## src/bia_pkg.sv

```systemverilog
// Package: register map, bit positions and reset values for the aggregator
package bia_pkg;

    // Register word indices; the byte address is four times the index
    localparam logic [11:0] BIA_ADDR_STATUS      = 12'hB00;
    localparam logic [11:0] BIA_ADDR_ENABLE      = 12'hB01;
    localparam logic [11:0] BIA_ADDR_EVT_STATUS  = 12'hB48;
    localparam logic [11:0] BIA_ADDR_EVT_MASK    = 12'hB4C;

    // Source status register indices whose read clears a block bit
    localparam logic [11:0] BIA_SRC_ALARM_A      = 12'hB02;
    localparam logic [11:0] BIA_SRC_FRAMER       = 12'hB04;
    localparam logic [11:0] BIA_SRC_SLIP         = 12'hB08;
    localparam logic [11:0] BIA_SRC_LOOP_CODE    = 12'hB0A;
    localparam logic [11:0] BIA_SRC_ALARM_B      = 12'hB0E;
    localparam logic [11:0] BIA_SRC_ALARM_C      = 12'hB40;

    // Bit positions shared by status and enable
    localparam int BIA_BIT_FRAMER      = 0;
    localparam int BIA_BIT_ALARM       = 1;
    localparam int BIA_BIT_SLIP        = 2;
    localparam int BIA_BIT_DATA_LINK   = 3;
    localparam int BIA_BIT_SECOND_TICK = 4;
    localparam int BIA_BIT_CLOCK_LOSS  = 5;
    localparam int BIA_BIT_LOOP_CODE   = 6;
    localparam int BIA_NUM_BLOCKS      = 7;

    // Word index field within the byte address
    localparam int BIA_IDX_LSB         = 2;
    localparam int BIA_IDX_MSB         = 13;

    // Reset values and masks
    localparam logic [7:0]  BIA_STATUS_RESET = 8'h00;
    localparam logic [7:0]  BIA_ENABLE_RESET = 8'h00;
    localparam logic [7:0]  BIA_LIVE_MASK    = 8'h7F;
    localparam logic [31:0] BIA_RDATA_ZERO   = 32'h0000_0000;

    // AHB-Lite encodings
    localparam logic [1:0] BIA_HTRANS_NONSEQ = 2'h2;
    localparam logic [1:0] BIA_HTRANS_SEQ    = 2'h3;

endpackage : bia_pkg

```

## src/bia_clr_if.sv

```systemverilog
// Interface: clear-on-read strobes from bus slave to pending tracker
`timescale 1ns/100ps
interface bia_clr_if;
    logic [6:0] clr;     // One-cycle clear per block
    logic [6:0] pending; // Current pending bits
    modport slave (output clr, input pending);
    modport tracker (input clr, output pending);
endinterface : bia_clr_if

```

## src/bia_ahb_slave.sv

```systemverilog
// Module: AHB-Lite slave front end, decodes data phase for read/write
`timescale 1ns/100ps
module bia_ahb_slave (
    // Clock and reset
    input  wire logic        hclk,
    input  wire logic        hresetn,
    // AHB-Lite
    input  wire logic        hsel,
    input  wire logic [31:0] haddr,
    input  wire logic [1:0]  htrans,
    input  wire logic        hwrite,
    input  wire logic        hready,
    // Decoded data phase
    output logic             dp_valid,
    output logic             dp_write,
    output logic [11:0]      dp_addr
);
    import bia_pkg::*;

    logic        act_q, act_d;
    logic        wr_q, wr_d;
    logic [11:0] addr_q, addr_d;

    // Capture the address phase when accepted
    always_comb begin
        act_d  = 1'b0;
        wr_d   = wr_q;
        addr_d = addr_q;
        if (hready && hsel && (htrans == BIA_HTRANS_NONSEQ ||
                               htrans == BIA_HTRANS_SEQ)) begin
            act_d  = 1'b1;
            wr_d   = hwrite;
            addr_d = haddr[BIA_IDX_MSB:BIA_IDX_LSB]; // Word index
        end
    end

    // Registered address phase
    always_ff @(posedge hclk or negedge hresetn) begin
        if (!hresetn) begin
            act_q  <= 1'b0;
            wr_q   <= 1'b0;
            addr_q <= 12'h000;
        end else begin
            act_q  <= act_d;
            wr_q   <= wr_d;
            addr_q <= addr_d;
        end
    end

    assign dp_valid = act_q;
    assign dp_write = wr_q;
    assign dp_addr  = addr_q;

endmodule : bia_ahb_slave

```

## src/bia_pending.sv

```systemverilog
// Module: per-block pending flags, set by request, cleared by source read
`timescale 1ns/100ps
module bia_pending (
    // Clock and reset
    input  wire logic       hclk,
    input  wire logic       hresetn,
    // Request pulses from the blocks
    input  wire logic [6:0] req,
    // Clear strobes and pending view
    bia_clr_if.tracker      cif
);
    import bia_pkg::*;

    logic [6:0] pend_q, pend_d;

    // Set wins over a clear in the same cycle
    always_comb begin
        pend_d = pend_q;
        for (int i = 0; i < BIA_NUM_BLOCKS; i++) begin
            if (req[i]) begin
                pend_d[i] = 1'b1;
            end else if (cif.clr[i]) begin
                pend_d[i] = 1'b0;
            end
        end
    end

    always_ff @(posedge hclk or negedge hresetn) begin
        if (!hresetn) begin
            pend_q <= BIA_STATUS_RESET[6:0];
        end else begin
            pend_q <= pend_d;
        end
    end

    assign cif.pending = pend_q;

endmodule : bia_pending

```

## src/bia_aggregator.sv

```systemverilog
// Module: block interrupt aggregator top with AHB-Lite registers
//
// Functional notes
// - Status bit 2 shows a pending slip buffer request; read-only, resets 0.
// - Slip status bit clears after host reads source register B08.
// - Status bit 1 shows a pending alarm/error request; read-only, resets 0.
// - Alarm bit clears after host reads B02, B0E or B40.
// - Status bit 0 shows a pending framer request; read-only, resets 0.
// - Framer bit clears after host reads source register B04.
// - Enable bit 6 gates the loopback code block.
// - Loopback interrupt needs block and source enables both set.
// - Enable bit 5 is the source enable for recovered-clock loss.
// - Enable bit 4 is the source enable for the one-second tick.
// - Enable bit 3 gates the data link block.
// - Data link interrupt needs source and block enables both set.
// - Status bit 6 flags loopback code; clears on read of B0A.
// - Status bit 5 follows clock-loss declaration when detection enabled.
// - Status bit 4 follows the one-second declaration.
// - Status bit 3 flags data link; clears on read of its source.
`timescale 1ns/100ps
module bia_aggregator (
    // Clock and reset
    input  wire logic        hclk,
    input  wire logic        hresetn,
    // AHB-Lite slave
    input  wire logic        hsel,
    input  wire logic [31:0] haddr,
    input  wire logic [1:0]  htrans,
    input  wire logic        hwrite,
    input  wire logic [2:0]  hsize,
    input  wire logic        hready,
    input  wire logic [31:0] hwdata,
    output logic [31:0]      hrdata,
    output logic             hreadyout,
    output logic             hresp,
    // Block request pulses (already source-level gated)
    input  wire logic        slip_req,
    input  wire logic        alarm_req,
    input  wire logic        framer_req,
    input  wire logic        loop_code_req,
    input  wire logic        data_link_req,
    // Levels declared by the receive framer
    input  wire logic        recovered_clock_loss_level,
    input  wire logic        second_tick_level,
    input  wire logic        clock_loss_detect_en,
    // Data link source read strobe (its registers live elsewhere)
    input  wire logic        data_link_src_read,
    // Interrupt outputs
    output logic             irq,
    output logic             evt_irq
);
    import bia_pkg::*;

    bia_clr_if cif ();

    logic        dp_valid;
    logic        dp_write;
    logic [11:0] dp_addr;
    logic        rd_hit;
    logic        wr_hit;
    logic [6:0]  req_vec;
    logic [6:0]  clr_vec;
    logic [7:0]  status;
    logic [7:0]  enable_q, enable_d;
    logic [7:0]  evt_q, evt_d;
    logic [7:0]  evt_mask_q, evt_mask_d;
    logic [7:0]  irq_prev_q, irq_prev_d;
    logic [31:0] rdata_q, rdata_d;
    logic        clk_loss_s1_q, clk_loss_s2_q;
    logic        sec_s1_q, sec_s2_q;
    logic        det_s1_q, det_s2_q;
    logic        irq_q, irq_d;

    // Bus front end
    bia_ahb_slave u_slave (
        .hclk     (hclk),
        .hresetn  (hresetn),
        .hsel     (hsel),
        .haddr    (haddr),
        .htrans   (htrans),
        .hwrite   (hwrite),
        .hready   (hready),
        .dp_valid (dp_valid),
        .dp_write (dp_write),
        .dp_addr  (dp_addr)
    );

    // Pending tracker for the clear-on-read blocks
    bia_pending u_pend (
        .hclk    (hclk),
        .hresetn (hresetn),
        .req     (req_vec),
        .cif     (cif)
    );

    assign rd_hit = dp_valid && !dp_write;
    assign wr_hit = dp_valid && dp_write;

    // Level inputs come from the framer's domain: two-stage synchronise
    always_ff @(posedge hclk or negedge hresetn) begin
        if (!hresetn) begin
            clk_loss_s1_q <= 1'b0;
            clk_loss_s2_q <= 1'b0;
            sec_s1_q      <= 1'b0;
            sec_s2_q      <= 1'b0;
            det_s1_q      <= 1'b0;
            det_s2_q      <= 1'b0;
        end else begin
            clk_loss_s1_q <= recovered_clock_loss_level;
            clk_loss_s2_q <= clk_loss_s1_q;
            sec_s1_q      <= second_tick_level;
            sec_s2_q      <= sec_s1_q;
            det_s1_q      <= clock_loss_detect_en;
            det_s2_q      <= det_s1_q;
        end
    end

    // Requests into the tracker; bits 4 and 5 are levels, not latched
    always_comb begin
        req_vec = 7'h00;
        req_vec[BIA_BIT_FRAMER]    = framer_req;
        req_vec[BIA_BIT_ALARM]     = alarm_req;
        req_vec[BIA_BIT_SLIP]      = slip_req;
        req_vec[BIA_BIT_DATA_LINK] = data_link_req;
        req_vec[BIA_BIT_LOOP_CODE] = loop_code_req;
    end

    // Clears follow the data phase of a read of the source register; bit 3 clears on data_link_src_read
    always_comb begin
        clr_vec = 7'h00;
        clr_vec[BIA_BIT_SLIP] = rd_hit && dp_addr == BIA_SRC_SLIP;
        clr_vec[BIA_BIT_ALARM] = rd_hit &&
            (dp_addr == BIA_SRC_ALARM_A || dp_addr == BIA_SRC_ALARM_B ||
             dp_addr == BIA_SRC_ALARM_C);
        clr_vec[BIA_BIT_FRAMER] = rd_hit &&
            dp_addr == BIA_SRC_FRAMER;
        clr_vec[BIA_BIT_LOOP_CODE] = rd_hit &&
            dp_addr == BIA_SRC_LOOP_CODE;
        clr_vec[BIA_BIT_DATA_LINK] = data_link_src_read;
    end
    assign cif.clr = clr_vec;

    // Status view: latched bits from tracker, levels live
    always_comb begin
        status = {1'b0, cif.pending};
        status[BIA_BIT_CLOCK_LOSS]  = clk_loss_s2_q && det_s2_q;
        status[BIA_BIT_SECOND_TICK] = sec_s2_q;
    end

    // Enable register; bit 7 reserved and held at zero
    always_comb begin
        enable_d = enable_q;
        if (wr_hit && dp_addr == BIA_ADDR_ENABLE) begin
            enable_d = hwdata[7:0] & BIA_LIVE_MASK;
        end
    end

    // Event status: sticky on rising edge of an enabled block line,
    // write one to clear, set wins over clear
    always_comb begin
        irq_prev_d = status & enable_q;
        evt_d      = evt_q;
        if (wr_hit && dp_addr == BIA_ADDR_EVT_STATUS) begin
            evt_d = evt_q & ~hwdata[7:0];
        end
        evt_d = evt_d | (status & enable_q & ~irq_prev_q);
    end

    // Event mask
    always_comb begin
        evt_mask_d = evt_mask_q;
        if (wr_hit && dp_addr == BIA_ADDR_EVT_MASK) begin
            evt_mask_d = hwdata[7:0] & BIA_LIVE_MASK;
        end
    end

    // Interrupt pin: a source needs both of its gates
    always_comb begin
        irq_d = |(status & enable_q & BIA_LIVE_MASK);
    end

    // Read data, registered for the data phase after the address phase
    always_comb begin
        rdata_d = BIA_RDATA_ZERO;
        if (hready && hsel && !hwrite && (htrans == BIA_HTRANS_NONSEQ ||
                                          htrans == BIA_HTRANS_SEQ)) begin
            case (haddr[BIA_IDX_MSB:BIA_IDX_LSB])
                BIA_ADDR_STATUS:     rdata_d[7:0] = status;
                BIA_ADDR_ENABLE:     rdata_d[7:0] = enable_q;
                BIA_ADDR_EVT_STATUS: rdata_d[7:0] = evt_q;
                BIA_ADDR_EVT_MASK:   rdata_d[7:0] = evt_mask_q;
                default:             rdata_d = BIA_RDATA_ZERO;
            endcase
        end
    end

    // Register state
    always_ff @(posedge hclk or negedge hresetn) begin
        if (!hresetn) begin
            enable_q   <= BIA_ENABLE_RESET;
            evt_q      <= BIA_STATUS_RESET;
            evt_mask_q <= BIA_STATUS_RESET;
            irq_prev_q <= BIA_STATUS_RESET;
            rdata_q    <= BIA_RDATA_ZERO;
            irq_q      <= 1'b0;
        end else begin
            enable_q   <= enable_d;
            evt_q      <= evt_d;
            evt_mask_q <= evt_mask_d;
            irq_prev_q <= irq_prev_d;
            rdata_q    <= rdata_d;
            irq_q      <= irq_d;
        end
    end

    assign hrdata    = rdata_q;
    assign hreadyout = 1'b1;
    assign hresp     = 1'b0;
    assign irq       = irq_q;
    assign evt_irq   = |(evt_q & evt_mask_q);

    // Assertions
    property p_slip_clear;
        @(posedge hclk) disable iff (!hresetn)
        (rd_hit && dp_addr == BIA_SRC_SLIP && !slip_req)
            |=> !status[BIA_BIT_SLIP];
    endproperty
    a_slip_clear: assert property (p_slip_clear)
        else $error("slip bit not cleared by source read");

    property p_slip_set;
        @(posedge hclk) disable iff (!hresetn)
        slip_req |=> status[BIA_BIT_SLIP];
    endproperty
    a_slip_set: assert property (p_slip_set)
        else $error("slip request not shown");

    property p_alarm_clear;
        @(posedge hclk) disable iff (!hresetn)
        (rd_hit && dp_addr == BIA_SRC_ALARM_C && !alarm_req)
            |=> !status[BIA_BIT_ALARM];
    endproperty
    a_alarm_clear: assert property (p_alarm_clear)
        else $error("alarm bit not cleared");

    property p_framer_hold;
        @(posedge hclk) disable iff (!hresetn)
        (status[BIA_BIT_FRAMER] && !clr_vec[BIA_BIT_FRAMER])
            |=> status[BIA_BIT_FRAMER];
    endproperty
    a_framer_hold: assert property (p_framer_hold)
        else $error("framer bit dropped without read");

    property p_loop_gate;
        @(posedge hclk) disable iff (!hresetn)
        (!enable_q[BIA_BIT_LOOP_CODE] && status == 8'h40) |=> !irq;
    endproperty
    a_loop_gate: assert property (p_loop_gate)
        else $error("loop code passed a closed gate");

    property p_irq_follow;
        @(posedge hclk) disable iff (!hresetn)
        |(status & enable_q) |=> irq;
    endproperty
    a_irq_follow: assert property (p_irq_follow)
        else $error("irq missing for enabled status");

    property p_irq_quiet;
        @(posedge hclk) disable iff (!hresetn)
        (enable_q == 8'h00) ##1 (enable_q == 8'h00) |-> !irq;
    endproperty
    a_irq_quiet: assert property (p_irq_quiet)
        else $error("irq with all blocks disabled");

    property p_enable_write;
        @(posedge hclk) disable iff (!hresetn)
        (wr_hit && dp_addr == BIA_ADDR_ENABLE)
            |=> enable_q == ($past(hwdata[7:0]) & BIA_LIVE_MASK)
                ##1 !enable_q[7];
    endproperty
    a_enable_write: assert property (p_enable_write)
        else $error("enable write not stored");

    property p_tick_level;
        @(posedge hclk) disable iff (!hresetn)
        status[BIA_BIT_SECOND_TICK] == $past(second_tick_level, 2) &&
        status[BIA_BIT_CLOCK_LOSS] ==
            ($past(recovered_clock_loss_level, 2) &&
             $past(clock_loss_detect_en, 2));
    endproperty
    a_tick_level: assert property (p_tick_level)
        else $error("level status mismatch");

endmodule : bia_aggregator

```

## config.mk

```make
export PLATFORM = sky130hd
export DESIGN_NAME = bia_aggregator
export DESIGN_NICKNAME = d
export VERILOG_FILES = /design/src/bia_pkg.sv /design/src/bia_clr_if.sv /design/src/bia_ahb_slave.sv /design/src/bia_pending.sv /design/src/bia_aggregator.sv
export SDC_FILE = /design/constraint.sdc
export NUM_CORES = 1
export LEC_CHECK = 0
export BUFFER_PORTS_ARGS = -buffer_cell sky130_fd_sc_hd__buf_2
export CAP_MARGIN = 20
export CORE_UTILIZATION = 30
export DETAILED_ROUTE_END_ITERATION = 16
export PLACE_DENSITY = 0.56
export SYNTH_ARGS = -nofsm -noshare
export SYNTH_HDL_FRONTEND = slang
export SYNTH_SLANG_ARGS = --single-unit
```

## constraint.sdc

```tcl
create_clock -name hclk -period 1.8 [get_ports hclk]
set_clock_uncertainty 0.1 [all_clocks]
set_input_delay 0.09 -clock hclk [delete_from_list [all_inputs] [get_ports hclk]]
set_output_delay 0.09 -clock hclk [all_outputs]
set_load 0.01 [all_outputs]
```

==> metrics.md <==
| Metric | Value |
|---|---|
| Slew Viols, Final | `0` |
| FF-to-FF End | `evt_q[3]` |
| Psw | `817 uW` |
| Worst hold-check path type | `primary input to asynchronous set/reset pin` |
| Iteration-0 DRC Markers | `62` |
| Yosys cell types | `40` |
| PortBufs | `44` |
| Syn_area_per_cell | `12.0 um2` |
| Mapped Cells | `250` |
| TNS Setup | `-1.85 ns` |
| Crit path capture type | `flop` |
| Placed Instances | `435` |
| Clock sinks | `63` |
| Clock network fraction of design power | `45.8%` |
| Synth top area cells | `dfrtp_1 (53%), mux2_2 (10%), buf_4 (6.5%), mux2i_1 (4.4%), nor4_1 (3.1%)` |
| WP data required | `1.93 ns` |
| Worst Setup EP | `evt_q[3]` |
| DIE AREA | `10400 um2` |
| CTS tree | `yes` |
| Seq/Total Area, Yosys | `52.8%` |
| Combinational Power Share | `11.9%` |
| Total wire length | `6920 um` |
| Vias in the first global route | `2127` |
| Global-route layer with the greatest usage | `met2` |
| DR vias/cell | `4.45` |
| P_leak | `1.97 nW` |
| Maximum vdd drop | `0.403 mV` |
| GPL Wtd Cong | `0.746` |
| Die Width | `102 um` |
| Design area | `4030 um2` |
| Cell row count | `36` |
| Setup CP Type | `flop to flop` |
| Routing usage on met3 | `3.93%` |
| Synth warnings | `0` |
| #FFs+latches synth | `63` |
| Most frequent cells in the layout | `dfrtp_1 (63), buf_2 (44), dlygate4sd3_1 (29), conb_1 (26)` |
| Period utilization | `107%` |
| Residual DRC | `0` |
| Int Power | `2.77 mW` |
| Commonest non-fill, non-tap cell in the layout | `dfrtp_1` |
| Antenna Cells | `0` |
| Cell Pwr Density | `888 nW/um2` |
| WP data arrival | `2.05 ns` |
| Met1 GRT Util | `18.9%` |
| Post-synth EDFFs | `0` |
| Peak fanout along the critical path | `8` |
| Total number of vias | `2147` |
| Final worst setup slack | `-0.120 ns` |
| Initial DRT Pass Iterations | `4` |
| Largest net degree at the start of global routing | `39` |
| Hold Fails Final Rpt | `0` |
| Seq pwr share | `42.3%` |
| Non-Filler Instances | `482` |
| Min Tclk post-route | `1.92 ns` |
| Synth async-reset ratio | `100%` |
| Pre-CTS WS | `-0.170 ns` |
| FMAX | `521 MHz` |
| Nets@finish | `427` |
| Total GRT Usage | `14.4%` |
| Die H | `102 um` |
| Met2 Usage GRT | `22.3%` |
| Syn Std Cell Area | `2990 um2` |
| CP startpoint kind | `flop` |
| FF-to-FF setup slack | `-0.12 ns` |
| Failing checks | `setup timing` |
| RSZ-0062 raised after global routing | `true` |
| Post-synth top area cell | `dfrtp_1` |
| Share of cells above drive strength 1 | `33.8%` |
| MaxCap Viol Count | `0` |
| Crit path from | `u_slave.dp_addr[1]` |
| CTS root buffer | `clkbuf_8` |
| Area Growth Syn to Fin | `35.0%` |
| Setup violators final | `22` |
| Io pins | `119` |
| Inserted Clock Buffers | `9` |
| Final ANT Viol Nets | `0` |
| Worst-Skew Late Latency | `0.34 ns` |
| Status | `finished with violations` |
| Initial antenna violation count | `0` |
| Worst-path clk slew | `0.07 ns` |
| Routed wire per std cell | `14.4 um` |
| Hpwl dp | `4940 um` |
| Core region area | `9730 um2` |
| R2R cell count | `3` |
| R2r startpoint | `u_slave.dp_addr[1]` |
| Grt ovf | `0` |
| Area share of the largest cell type after synthesis | `52.8%` |
| DP Area | `3400 um2` |
| H-tree levels | `3` |
| Clock Tree Buf Depth | `2` |
| Initial Utilization | `30.7%` |
| Synth Flop Type | `dfrtp_1` |
| Global-route wire length before repair | `11100 um` |
| Switch share | `22.8%` |
| Util after Layout | `41.4%` |
==> timing repair <==
item | 4_1_cts | 5_1_grt
gates cloned | 0 | 0
hold endpoints to repair | 98 | 0
setup buffers | 0 | 2
hold buffers | 29 | 0
pin swaps | 6 | 8
gates resized for setup | 12 | 4
endpoints found under the setup margin | 22 | 24
==> registers in the layout (all words and copies together) (netlist names) <==
| name | flops |
|---|---|
| u_slave.dp_valid | 1 |
| det_s2_q | 1 |
| u_slave.dp_write | 1 |
| evt_mask_q | 7 |
| sec_s1_q | 1 |
| hrdata | 8 |
| det_s1_q | 1 |
| clk_loss_s2_q | 1 |
| enable_q | 7 |
| u_slave.dp_addr | 12 |
| evt_q | 8 |
| irq | 1 |
| sec_s2_q | 1 |
| u_pend.cif.pending | 5 |
| irq_prev_q | 7 |
| clk_loss_s1_q | 1 |
==> worst min-delay path by stage <==
stage | from | endpoint | cells past startpoint
4_1_cts | hresetn | u_slave.dp_addr[8] | 2
2_1_floorplan | hresetn | clk_loss_s1_q | 0
5_1_grt | haddr[2] | u_slave.dp_addr[0] | 2
3_3_place_gp | hresetn | u_slave.dp_addr[8] | 1
3_5_place_dp | hresetn | u_slave.dp_addr[8] | 1
6_report | hresetn | u_slave.dp_addr[8] | 2
==> per-stage QoR <==
stage | total power [mW] | hold slack, ns
after floorplan | 1.78 | -0.306
after global placement | 1.90 | -0.164
after detailed placement | 1.91 | -0.160
after CTS | 3.60 | 0.00430
after global routing | 3.74 | 0.0131
final | 3.58 | 0.0198
==> cell usage after synthesis (2+ instances only) <==
cell type and n:
a22oi_1 2, mux2i_1 13, nand3b_1 2, inv_1 19
nand3_1 3, o21ai_0 2, o22ai_1 7, or4_1 2
nor4_1 15, mux2_2 27, o21a_1 8, a21o_1 8
conb_1 2, nor4_4 2, nand2_1 8, buf_4 26
nor2_1 4, a21oi_1 3, nand4b_1 4, clkbuf_1 7
or4_4 2, nor4b_1 3, dfrtp_1 63, buf_2 2
==> per-layer routing <==
layer / vias to the layer above / routed length (um)
li1: 1036 / -
met1: 1032 / 3270
met2: 67 / 3150
met3: 12 / 311
met4: 0 / 177
met5: - / 0
==> power by group through the flow <==
stage / Sequential [mW] / Clock, mW / Combinational [mW]
floorplan: 1.54 / 0 / 0.243
global placement: 1.54 / 0 / 0.358
detailed placement: 1.54 / 0 / 0.361
finish: 1.52 / 1.64 / 0.425
global route: 1.52 / 1.75 / 0.468
CTS: 1.52 / 1.68 / 0.411
==> layout make-up <==
| cell class | count | area (um2) |
|---|---|---|
| Timing Repair Buffer | 95 | 704 |
| Fill cell | 931 | 5700 |
| Clock inverter | 7 | 145 |
| Multi-Input combinational cell | 156 | 1240 |
| Tap cell | 133 | 166 |
| Inverter | 19 | 71.3 |
| Clock buffer | 9 | 124 |
| Sequential cell | 63 | 1580 |
==> cells by family (layout without fill, tap and decap cells) <==
family,count (synthesis),in the layout,synth area share (%)
XOR/XNOR,1,1,0.293
flip-flops,63,63,52.8
buffers and inverters,55,130,10.5
other,2,26,0.251
multiplexers,40,40,14.5
AND/OR/NAND/NOR,55,55,13.0
AO/OA/AOI/OAI,34,34,8.63
==> critical path, stage by stage (launching register included) <==
cell and delay (ns):
dfrtp_1 0.38, or4_4 0.58, or4_4 0.53, a21o_1 0.21
Power figures use the tool's default switching activity.
